File: src/core/ctm_pkg.sv
package ctm_pkg;
	// register addresses carried in the low seven bits of a command byte
	localparam logic [6:0] ADDR_CLEAR = 7'h63;
	localparam logic [6:0] ADDR_MODE = 7'h64;
	localparam logic [6:0] ADDR_CT_LOW = 7'h65;
	localparam logic [6:0] ADDR_CT_HIGH = 7'h66;
	localparam logic [6:0] ADDR_DT_LOW = 7'h67;
	localparam logic [6:0] ADDR_DT_HIGH = 7'h68;
	localparam int CMD_WRITE_BIT = 7;

	// mode register field positions
	localparam int MODE_GPIO_DIR = 7;
	localparam int MODE_GPIO_LEVEL = 6;
	localparam int MODE_CT_ROLL = 5;
	localparam int MODE_DT_ROLL = 4;
	localparam int MODE_THR_MSB = 3;
	localparam int MODE_THR_LSB = 1;
	localparam int MODE_POR = 0;

	// clear register field positions
	localparam int CLR_CT = 4;
	localparam int CLR_DT = 3;
	localparam int CLR_SELF = 2;
	localparam int CLR_CHG = 1;
	localparam int CLR_DIS = 0;
	localparam logic [7:0] CLR_USED_MASK = 8'h1F;

	// reset values
	localparam logic GPIO_DIR_RST = 1'b0;
	localparam logic GPIO_LEVEL_RST = 1'b1;
	localparam logic [2:0] THR_RST = 3'h7;
	localparam logic POR_FLAG_RST = 1'b1;
	localparam logic [7:0] CLEAR_RST = 8'h00;

	// timebase
	localparam int unsigned CLK_HZ = 10_000_000;
	localparam int unsigned SECONDS_PER_HOUR = 3600;
	localparam int unsigned FAST_COUNTS_PER_HOUR = 4096;
	localparam int unsigned SLOW_COUNTS_PER_HOUR = 16;
	localparam int unsigned SLOW_DIV = FAST_COUNTS_PER_HOUR /
		SLOW_COUNTS_PER_HOUR;
	localparam int unsigned FAST_TICK_CYCLES_DEF = int'(longint'(CLK_HZ) *
		longint'(SECONDS_PER_HOUR) / longint'(FAST_COUNTS_PER_HOUR));

	typedef enum logic [1:0] {
		P_CMD = 2'b01,
		P_DATA = 2'b10
	} ctm_parse_t;

	typedef enum logic [2:0] {
		S_RUN = 3'b001,
		S_PEND = 3'b010,
		S_SLEEP = 3'b100
	} ctm_sleep_t;
endpackage

File: src/core/ctm_time_counter.sv
`timescale 1ns/1ps
module ctm_time_counter #(
	parameter int unsigned WIDTH = 16,
	parameter int unsigned SLOW_RATIO = ctm_pkg::SLOW_DIV
) (
	input wire logic clk,
	input wire logic resetn,
	input wire logic fast_tick,
	input wire logic active,
	input wire logic clear,
	output logic [WIDTH-1:0] count,
	output logic rollover
);
	import ctm_pkg::*;
	localparam int unsigned PW = $clog2(SLOW_RATIO);

	// the slow prescaler wraps by itself, so the ratio must be a power of two
	initial begin
		if (WIDTH < 2 || SLOW_RATIO < 2 || (1 << PW) != SLOW_RATIO)
			$error("ctm_time_counter: unsupported WIDTH or SLOW_RATIO");
	end

	logic [WIDTH-1:0] count_q;
	logic flag_q;
	logic [PW-1:0] presc_q;

	// slow mode steps once per SLOW_RATIO fast ticks
	wire step_en = fast_tick & active;
	wire slow_due = presc_q == PW'(SLOW_RATIO - 1);
	wire bump = step_en & (~flag_q | slow_due);
	wire wrap = bump & (count_q == '1);

	// clear beats any step in the same cycle
	always_ff @(posedge clk) begin
		if (!resetn || clear) begin
			count_q <= '0;
			flag_q <= 1'b0;
			presc_q <= '0;
		end else begin
			if (step_en & flag_q)
				presc_q <= presc_q + 1'b1;
			if (wrap)
				presc_q <= '0;
			if (bump)
				count_q <= count_q + 1'b1;
			if (wrap)
				flag_q <= ~flag_q;
		end
	end

	assign count = count_q;
	assign rollover = flag_q;
endmodule

File: src/core/ctm_regs.sv
// Behaviour
// - charge-time count high 0x66, low 0x65
// - charging steps count at fast rate
// - count wrap sets charge-time rollover flag
// - flagged counter steps at slow rate
// - second wrap clears the rollover flag
// - mode bit 7 selects gpio direction
// - mode bit 6 drives open-drain level
// - mode bits 5,4 show rollover flags
// - bits 3..1 gate sleep after power-down
// - threshold resets to ones; zero sleeps immediately
// - bit 0 set on brown-out, host-writable
// - clear bit 4 zeroes charge-time, self-clears
// - clear bit 3 zeroes discharge-time, self-clears
// - clear bit 2 zeroes self-discharge, self-clears
// - clear bit 1 zeroes charge count
// - clear bit 0 zeroes discharge count
// - discharge-time count at 0x68/0x67, same behaviour
// - command byte lsb first, bit7 write
`timescale 1ns/1ps
module ctm_regs #(
	parameter int unsigned FAST_TICK_CYCLES = ctm_pkg::FAST_TICK_CYCLES_DEF
) (
	input wire logic clk,
	input wire logic resetn,
	input wire logic rx_bit_valid,
	input wire logic rx_bit,
	input wire logic rx_restart,
	input wire logic charging,
	input wire logic discharging,
	input wire logic por_event,
	input wire logic power_down_cmd,
	input wire logic wake_event,
	input wire logic [2:0] sense_level,
	output logic rd_valid,
	output logic [7:0] rd_data,
	output logic gpio_out,
	output logic gpio_oe,
	output logic sleep,
	output logic clr_self_discharge,
	output logic clr_charge_count,
	output logic clr_discharge_count
);
	import ctm_pkg::*;

	initial begin
		if (FAST_TICK_CYCLES < 1)
			$error("ctm_regs: FAST_TICK_CYCLES must be at least one");
	end

	ctm_parse_t parse_q;
	ctm_sleep_t sleep_st_q;
	logic [7:0] shift_q;
	logic [2:0] bit_cnt_q;
	logic [6:0] addr_q;
	logic rd_valid_q;
	logic [7:0] rd_data_q;
	logic [31:0] div_q;
	logic fast_tick_q;
	logic gpio_dir_q;
	logic gpio_level_q;
	logic gpio_oe_q;
	logic [2:0] thr_q;
	logic por_q;
	logic [7:0] clear_q;
	logic [15:0] ct_count;
	logic [15:0] dt_count;
	logic ct_roll;
	logic dt_roll;

	// serial assembly: bits arrive lsb first, so each shifts in at the top
	wire [7:0] shift_next = {rx_bit, shift_q[7:1]};
	wire byte_done = rx_bit_valid & (bit_cnt_q == 3'h7);
	wire [6:0] cmd_addr = shift_next[6:0];
	wire cmd_is_write = shift_next[CMD_WRITE_BIT];
	wire in_cmd = parse_q == P_CMD;
	wire in_data = parse_q == P_DATA;
	wire write_fire = byte_done & in_data;
	wire read_fire = byte_done & in_cmd & ~cmd_is_write;

	// write strobes per register, data is the byte just completed
	wire wr_clear = write_fire & (addr_q == ADDR_CLEAR);
	wire wr_mode = write_fire & (addr_q == ADDR_MODE);
	wire [7:0] wr_data = shift_next;

	// read selection; addresses outside this bank get no answer here
	wire hit_clear = cmd_addr == ADDR_CLEAR;
	wire hit_mode = cmd_addr == ADDR_MODE;
	wire hit_ct_lo = cmd_addr == ADDR_CT_LOW;
	wire hit_ct_hi = cmd_addr == ADDR_CT_HIGH;
	wire hit_dt_lo = cmd_addr == ADDR_DT_LOW;
	wire hit_dt_hi = cmd_addr == ADDR_DT_HIGH;
	wire addr_hit = hit_clear | hit_mode | hit_ct_lo | hit_ct_hi |
		hit_dt_lo | hit_dt_hi;
	wire [7:0] mode_view = {gpio_dir_q, gpio_level_q, ct_roll, dt_roll,
		thr_q, por_q};
	wire [7:0] rd_mux = hit_clear ? (clear_q & CLR_USED_MASK) :
		hit_mode ? mode_view :
		hit_ct_lo ? ct_count[7:0] :
		hit_ct_hi ? ct_count[15:8] :
		hit_dt_lo ? dt_count[7:0] :
		dt_count[15:8];

	// sleep is allowed only below the selected threshold; zero means always
	wire sleep_ok = (thr_q == 3'h0) | (sense_level < thr_q);

	// command parser: a restart pulse drops any half-received byte
	always_ff @(posedge clk) begin
		if (!resetn || rx_restart) begin
			parse_q <= P_CMD;
			shift_q <= 8'h00;
			bit_cnt_q <= 3'h0;
			addr_q <= 7'h00;
		end else if (rx_bit_valid) begin
			shift_q <= shift_next;
			bit_cnt_q <= bit_cnt_q + 3'h1;
			if (byte_done && in_cmd && cmd_is_write) begin
				addr_q <= cmd_addr;
				parse_q <= P_DATA;
			end else if (byte_done) begin
				parse_q <= P_CMD;
			end
		end
	end

	// read answer: one-cycle strobe with the byte, sampled at command end
	always_ff @(posedge clk) begin
		if (!resetn) begin
			rd_valid_q <= 1'b0;
			rd_data_q <= 8'h00;
		end else begin
			rd_valid_q <= read_fire & addr_hit;
			if (read_fire && addr_hit)
				rd_data_q <= rd_mux;
		end
	end

	// fast timebase; the slow rate is derived inside each counter so both
	// rates stay phase-locked to one divider
	always_ff @(posedge clk) begin
		if (!resetn) begin
			div_q <= 32'h0000_0000;
			fast_tick_q <= 1'b0;
		end else if (div_q == 32'(FAST_TICK_CYCLES - 1)) begin
			div_q <= 32'h0000_0000;
			fast_tick_q <= 1'b1;
		end else begin
			div_q <= div_q + 32'h0000_0001;
			fast_tick_q <= 1'b0;
		end
	end

	// mode register; the rollover flags live in the counters and a host
	// write to them is ignored so a rollover cannot be hidden by mistake
	always_ff @(posedge clk) begin
		if (!resetn) begin
			gpio_dir_q <= GPIO_DIR_RST;
			gpio_level_q <= GPIO_LEVEL_RST;
			thr_q <= THR_RST;
			por_q <= POR_FLAG_RST;
		end else begin
			if (wr_mode) begin
				gpio_dir_q <= wr_data[MODE_GPIO_DIR];
				gpio_level_q <= wr_data[MODE_GPIO_LEVEL];
				thr_q <= wr_data[MODE_THR_MSB:MODE_THR_LSB];
				por_q <= wr_data[MODE_POR];
			end
			if (por_event)
				por_q <= 1'b1;
		end
	end

	// open-drain: enable only when configured as output and driving low
	always_ff @(posedge clk) begin
		if (!resetn) begin
			gpio_oe_q <= 1'b0;
		end else begin
			gpio_oe_q <= ~gpio_dir_q & ~gpio_level_q;
		end
	end

	// clear bits stand for exactly one cycle; the counters and the outside
	// counters act on that cycle, so the bits read back as zero afterwards
	always_ff @(posedge clk) begin
		if (!resetn) begin
			clear_q <= CLEAR_RST;
		end else if (wr_clear) begin
			clear_q <= wr_data & CLR_USED_MASK;
		end else begin
			clear_q <= 8'h00;
		end
	end

	// sleep sequencer: the power-down request waits for a quiet sense input
	always_ff @(posedge clk) begin
		if (!resetn) begin
			sleep_st_q <= S_RUN;
		end else begin
			case (sleep_st_q)
			S_RUN: begin
				if (power_down_cmd)
					sleep_st_q <= S_PEND;
			end
			S_PEND: begin
				if (sleep_ok)
					sleep_st_q <= S_SLEEP;
			end
			S_SLEEP: begin
				if (wake_event)
					sleep_st_q <= S_RUN;
			end
			default: begin
				sleep_st_q <= S_RUN;
			end
			endcase
		end
	end

	ctm_time_counter #(
		.WIDTH(16),
		.SLOW_RATIO(SLOW_DIV)
	) u_charge_time (
		.clk(clk),
		.resetn(resetn),
		.fast_tick(fast_tick_q),
		.active(charging),
		.clear(clear_q[CLR_CT]),
		.count(ct_count),
		.rollover(ct_roll)
	);

	ctm_time_counter #(
		.WIDTH(16),
		.SLOW_RATIO(SLOW_DIV)
	) u_discharge_time (
		.clk(clk),
		.resetn(resetn),
		.fast_tick(fast_tick_q),
		.active(discharging),
		.clear(clear_q[CLR_DT]),
		.count(dt_count),
		.rollover(dt_roll)
	);

	// every output except the constant gpio_out is a flop or a single flop bit
	assign rd_valid = rd_valid_q;
	assign rd_data = rd_data_q;
	assign gpio_out = 1'b0; // open-drain only ever pulls low
	assign gpio_oe = gpio_oe_q;
	assign sleep = sleep_st_q[2];
	assign clr_self_discharge = clear_q[CLR_SELF];
	assign clr_charge_count = clear_q[CLR_CHG];
	assign clr_discharge_count = clear_q[CLR_DIS];
endmodule

File: config.mk
export PLATFORM = sky130hd
export DESIGN_NAME = ctm_regs
export DESIGN_NICKNAME = d
export VERILOG_FILES = /design/src/core/ctm_pkg.sv /design/src/core/ctm_time_counter.sv /design/src/core/ctm_regs.sv
export SDC_FILE = /design/constraint.sdc
export NUM_CORES = 1
export LEC_CHECK = 0
export BUFFER_PORTS_ARGS = -buffer_cell sky130_fd_sc_hd__clkbuf_2
export CAP_MARGIN = 10
export CORE_UTILIZATION = 50
export CTS_CLUSTER_SIZE = 20
export DETAILED_ROUTE_END_ITERATION = 6
export PLACE_DENSITY = 0.67
export SLEW_MARGIN = 10
export SYNTH_ARGS = -nofsm -noshare
export SYNTH_HDL_FRONTEND = slang
export SYNTH_SLANG_ARGS = --single-unit
File: constraint.sdc
create_clock -name clk -period 2.7 [get_ports clk]
set_input_delay 0.54 -clock clk [delete_from_list [all_inputs] [get_ports clk]]
set_output_delay 0.54 -clock clk [all_outputs]
set_load 0.05 [all_outputs]
==> After elaboration in Yosys (flattened, before gate mapping) <==
Index checks and enable logic that the tools add are counted.
{ "op_classes": {"addsub": 6, "n_bitwise": 30, "n_lt_le_gt_ge": 1, "eq_ne": 22, "muxes": 12, "reduce_logical": 17} }
{ "op_table": {"columns": ["cell", "count"], "rows": [
  ["7-bit == test (second input constant)", 8],
  ["8-bit two-way mux", 5],
  ["16-bit by 1-bit adder with 16-bit output (second input constant)", 2],
  ["32-bit by 1-bit adder with 32-bit output (second input constant)", 1],
  ["16-bit == test (second input constant)", 2],
  ["32-bit by 24-bit == test with 1-bit output (second input constant)", 1],
  ["8-bit by 1-bit adder with 8-bit output (second input constant)", 2],
  ["1-bit bitwise AND", 16],
  ["8-bit == test (second input constant)", 2],
  ["3-bit two-way mux", 3],
  ["3-bit one-hot mux with 3 select lines", 1],
  ["1-bit bitwise OR", 8],
  ["2-bit OR reduction", 4],
  ["3-bit == test (second input constant)", 2],
  ["2-bit != test (second input constant)", 3],
  ["1-bit NOT", 6],
  ["2-bit AND reduction", 3],
  ["2-bit two-way mux", 2],
  ["3-bit by 1-bit adder with 3-bit output (second input constant)", 1],
  ["3-bit by 1-bit == test with 1-bit output (second input constant)", 1],
  ["3-bit by 2-bit == test with 1-bit output (second input constant)", 1],
  ["1-bit logical AND", 3],
  ["3-bit logical NOT", 1],
  ["1-bit logical OR", 3],
  ["7 further kinds", 7]
]} }
{ "totals": {"ff_bits": 127, "output_inout_bits": 15} }

==> Logic depth before layout (Yosys ltp) <==
{ "depth": {"word_depth": 7, "mapped_depth": 8} }

==> Hierarchy <==
A second synthesis with hierarchy kept.
{ "unflattened": {"hier_cells": 695, "area_unflattened_um2": 6187.2} }
{ "by_module_without_submodules": {"columns": ["mod", "seq_area_each_um2", "cells_each", "instances", "area_per_inst_um2"], "rows": [
  ["ctm_regs", 1521.5, 409, 1, 3694.8],
  ["ctm_time_counter", 500.5, 143, 2, 1246.2]
]} }

==> Least setup slack after synthesis <==
OpenSTA, ideal clock, no wires.
{ "synth_timing": {"kind": "register -> register", "startpoint": "register bit_cnt_q[0]", "endpoint": "register rd_data_q[1], in the netlist rd_data[1]", "slack_ns": 0.845, "path_buffers": 1, "required_ns": 2.619, "t_arrival_ns": 1.774, "synth_period_minus_slack_ns": 1.855, "path_stages_with_launch": 9, "path_cell_list": "dfxtp_1 -> ha_1 -> ha_1 -> nand2_1 -> nor4_2 -> and2_1 -> buf_2 -> o21ai_0 -> a41oi_1"} }
{ "synth_via": {"elab_chain_cells": 5} }
{ "synth_lines": {"columns": ["element", "line_no", "text"], "rows": [
  ["start: declaration", "ctm_regs.sv:54", "logic [2:0] bit_cnt_q;"],
  ["start signal: assignment", "ctm_regs.sv:116", "bit_cnt_q <= bit_cnt_q + 3'h1;"],
  ["3-bit == test", "ctm_regs.sv:73", "wire byte_done = rx_bit_valid & (bit_cnt_q == 3'h7);"],
  ["1-bit bitwise AND", "ctm_regs.sv:73", null],
  ["1-bit bitwise AND (2 in series)", "ctm_regs.sv:79", "wire read_fire = byte_done & in_cmd & ~cmd_is_write;"],
  ["1-bit logical AND", "ctm_regs.sv:133", "if (read_fire && addr_hit)"],
  ["end signal: assignment", "ctm_regs.sv:134", "rd_data_q <= rd_mux;"],
  ["end: declaration", "ctm_regs.sv:57", "logic [7:0] rd_data_q;"]
]} }
No other way between the ends.
A chain may end at the register's enable or synchronous reset.

==> Worst setup path after layout <==
{ "layout_timing": {"startpoint": "register shift_q[1]", "endpoint": "register rd_data_q[1], in the netlist rd_data[1]"} }
{ "layout_via": {"elab_chain_cells": 7, "elab_cells_between_ends": 17, "classes_between": "6 x eq/ne; 5 x mux; 5 x bitwise; 1 x reduce/logical"} }
{ "layout_lines": {"columns": ["element", "line_no", "text"], "rows": [
  ["start: declaration", "ctm_regs.sv:53", "logic [7:0] shift_q;"],
  ["start signal: assignment", "ctm_regs.sv:115", "shift_q <= shift_next;"],
  ["7-bit == test, on equally long branches", "ctm_regs.sv:87, ctm_regs.sv:88", null],
  ["1-bit bitwise OR (4 in series)", "ctm_regs.sv:93", "wire addr_hit = hit_clear | hit_mode | hit_ct_lo | hit_ct_hi |"],
  ["1-bit bitwise OR", "ctm_regs.sv:94", "hit_dt_lo | hit_dt_hi;"],
  ["1-bit logical AND", "ctm_regs.sv:133", null]
]} }
Several ways; a longest one is shown, not always the timed one.

==> metrics.txt <==
status=finished, final reports clean; #FFs+latches synth=around 130; diode count=0; Leakage Power=about 0.0026 uW; Fmax=468 MHz; register area=2520 sq um; period utilization=79.1%; 1st-iter DRT viols=311; Critical Path Most Common Cell=o21ai_0; Switch Pwr=roughly 920 uW; Critical Path Max Stage Delay=around 0.7 ns; Placeable Area=11500 sq um; fraction of registers with async set/reset=0%; Synth Instances=668; combinational share of power=2.1%; Cell Chain, Critical Path=or4b_4 -> o21ai_0 -> and2_1 -> o21ai_0 -> a41oi_1; post-synthesis sequential area ratio=42.3%; Routed WL=12.6 mm; antenna viol nets, final=0; share of layout cells above drive strength 1=12.7%; Clock power frac=55.6%; Reg2Reg Setup Slack=0.56 ns; Netlist cell types=54; # hold bufs at CTS=0; Worst Skew=0.00579 ns; Fin Setup TNS=0 ns; Die ar.=12400 sq um; count of input and output buffers=26; H-tree depth=4; Pwr per Cell Area=651 nW/um^2; RSZ-0062 raised after global routing=no; CTS buffer count=17; worst r2r dst=rd_data[1]; Area Growth Syn to Fin=14.7%; WP data arrival=2.47 ns; post_cts resized=0; Crit Path Category=flop to flop; Top Ports=28; Clock Sinks=126; Multi-input gate area=3280 sq um; CTS tree=done; worst slew margin relative to its limit=42.0%; crit path capture type=flop; largest net degree at the start of global routing=32; Nets=between 700 and 800; Netlist Area Pre-Place=between 5000 and 6000 sq um; Final Setup Violations=0; vias in the first global route=about 4500; Initial Utilization=51.8%; Final HPWL DP=9.00 mm; antenna violations before repair=0; syn nets=691; DR DRC count=0; Clk Latency, worst-skew pair=0.42 ns; Post-synth EDFFs=0; GPL Wtd Cong=0.853; slowest CP cell=or4b_4; worst slew pin tran=0.869 ns; grt total ovfl=0; worst endpoint required time=a little over 3 ns; die width=about 110 um; count of final hold-check violations=0; setup bufs post-CTS=0; switching share of power=20.8%; Peak VDD IR=between 0.0004 and 0.0005 V; Max FO, Critical Path=23; row cnt=39; CTS Root Cell=clkbuf_16; Synthesis Warnings=0; Tot Pwr=4450 uW; drt pass-1 iters=4; worst hold start=por_event; most common flop cell mapped by yosys=dfxtp_1; average cell area after synthesis=8.93 sq um; r2r startpoint=shift_q[1]; Clock transition at path regs=0.06 ns; GRT Util Overall=21.8%; Filler Cell Count=1015; P_int=3530 uW; Hold WC Path Type=input port to flop; total number of vias=4694; crit path to=rd_data[1]; register share of total power=a little over two fifths; global-route wire length before repair=21.4 mm; final max-slew violation count=0; min Tclk post-route=roughly 2.1 ns; CTS Buffer Depth=2; DIE HEIGHT=around 110 um; startpoint types=flop; Via-to-Cell Ratio=5.57; wire per inst=15.0 um; max-cap viol count=0; Worst Setup SP=shift_q[1]; worst reg2reg path depth=5
==> final cells by class <==
cell class / instances / area share (%)
Multi-Input combinational cell: 501 / 47.9
Clock inverter: 12 / 2.71
Tap cell: 143 / 2.62
Inverter: 7 / 0.384
Clock buffer: 20 / 6.82
Timing Repair Buffer: 33 / 2.67
Sequential cell: 126 / 36.9
==> metal layers <==
metal	vias up	part of all wire [%]	global-route usage (%)
met2	65	46	34.2
met5	-	0	0
met4	0	1.7	9.28
met3	16	3.8	5.30
li1	2366	-	-
met1	2247	48	28.5
==> synth_stat cells, types with 3 or more instances <==
cell | number | area share (%)
nand3b_1 | 4 | 0.50
nor3b_1 | 8 | 1.0
nor2_1 | 118 | 7.4
a21oi_1 | 15 | 1.3
dfxtp_1 | 126 | 42
mux4_2 | 3 | 1.1
ha_1 | 10 | 2.1
nand4_1 | 21 | 2.2
nand2_1 | 39 | 2.5
nand3_1 | 25 | 2.1
xor2_1 | 35 | 5.1
inv_1 | 7 | 0.44
nand2b_1 | 13 | 1.4
o21ai_0 | 21 | 1.8
and2_1 | 12 | 1.3
buf_2 | 6 | 0.50
buf_1 | 4 | 0.25
nand3_2 | 3 | 0.50
o311ai_0 | 4 | 0.59
o22ai_1 | 3 | 0.31
or3_1 | 5 | 0.52
and3_1 | 11 | 1.2
nor3_1 | 17 | 1.4
nor4b_1 | 12 | 1.8
nor4_1 | 4 | 0.42
and4_1 | 9 | 1.3
nor2b_1 | 4 | 0.42
mux2_2 | 4 | 0.76
mux2i_1 | 28 | 4.7
a31oi_1 | 3 | 0.31
clkbuf_1 | 22 | 1.4
xnor2_1 | 38 | 5.6
a41oi_1 | 3 | 0.44
==> power groups by stage <==
stage,clock [uW],sequential (uW),combinational (uW)
floorplan,0,1920,67.4
finish,2480,1880,91.7
global route,2610,1890,102
detailed placement,0,1920,91.9
global placement,0,1920,90.1
CTS,2520,1880,92.8
==> stage by stage <==
step / util, % / setup WS, ns / cell area (sq um) / hold slack, ns / instances
3_5_place_dp: 53.7 / 0.557 / 6190 / 0.464 / 810
4_1_cts: 59.4 / 0.570 / 6840 / 0.298 / 842
3_3_place_gp: 53.7 / 0.618 / 6190 / 0.460 / 810
5_1_grt: 59.4 / 0.369 / 6840 / 0.307 / 842
2_1_floorplan: - / 0.845 / 5960 / 0.415 / 668
6_report: 59.4 / 0.564 / 6840 / 0.313 / 842
==> state kept, by name, indices dropped and copies added, names as in the netlist <==
signal / cells
por_q: 1
u_charge_time.presc_q: 8
sleep_st_q: 3
fast_tick_q: 1
rd_valid: 1
u_charge_time.rollover: 1
u_discharge_time.presc_q: 8
bit_cnt_q: 3
u_discharge_time.count: 16
clear_q: 5
div_q: 32
parse_q: 2
u_discharge_time.rollover: 1
gpio_dir_q: 1
thr_q: 3
addr_q: 7
shift_q: 7
u_charge_time.count: 16
gpio_level_q: 1
gpio_oe: 1
rd_data: 8
==> worst max-delay path: cells and delay by family (launching register included) <==
kind | cells | cell delay [ns]
and+or+nand+nor | 2 | 1.03
DFF | 1 | 0.59
AOI/OAI and AO/OA | 3 | 0.43
==> layout by cell type (no fill, tap or decap), drive strengths merged, types with 3 or more instances in the layout <==
cell type  count
a41oi          3
nor2b          4
a31oi          3
and2          12
nand2         39
xnor2         38
o22ai          3
nor3          17
and3          11
xor2          35
clkbuf        46
bufinv         4
inv            7
a21oi         15
nand4         23
or3            5
mux2i         28
nor2         119
mux2           4
dfxtp        126
nor4b         12
mux4           3
nand3b         4
ha            10
nand3         29
nor4           8
clkinvlp       4
and4           9
o311ai         4
clkinv         4
o21ai         22
buf            7
nand2b        13
nor3b          8
==> logic make-up after synthesis <==
kind of cell               Yosys count  share of synthesized area [%]
xor gates and xnor gates            73                           10.7
buffers and inverters               41                           2.83
muxes                               35                           6.59
DFF                                126                           42.3
AOI/OAI and AO/OA                   62                           6.48
adders and majority gates           10                           2.10
and+or+nand+nor                    320                           28.9
other                                1                         0.0629
==> worst min-delay path by stage <==
stage,end,cells after the start,slack (ns)
after floorplan,gpio_oe,1,0.42
final,por_q,2,0.31
after global placement,div_q[0],1,0.46
after detailed placement,parse_q[1],2,0.46
after global routing,por_q,2,0.31
after CTS,por_q,2,0.30
(Power assumes the default switching activity.)
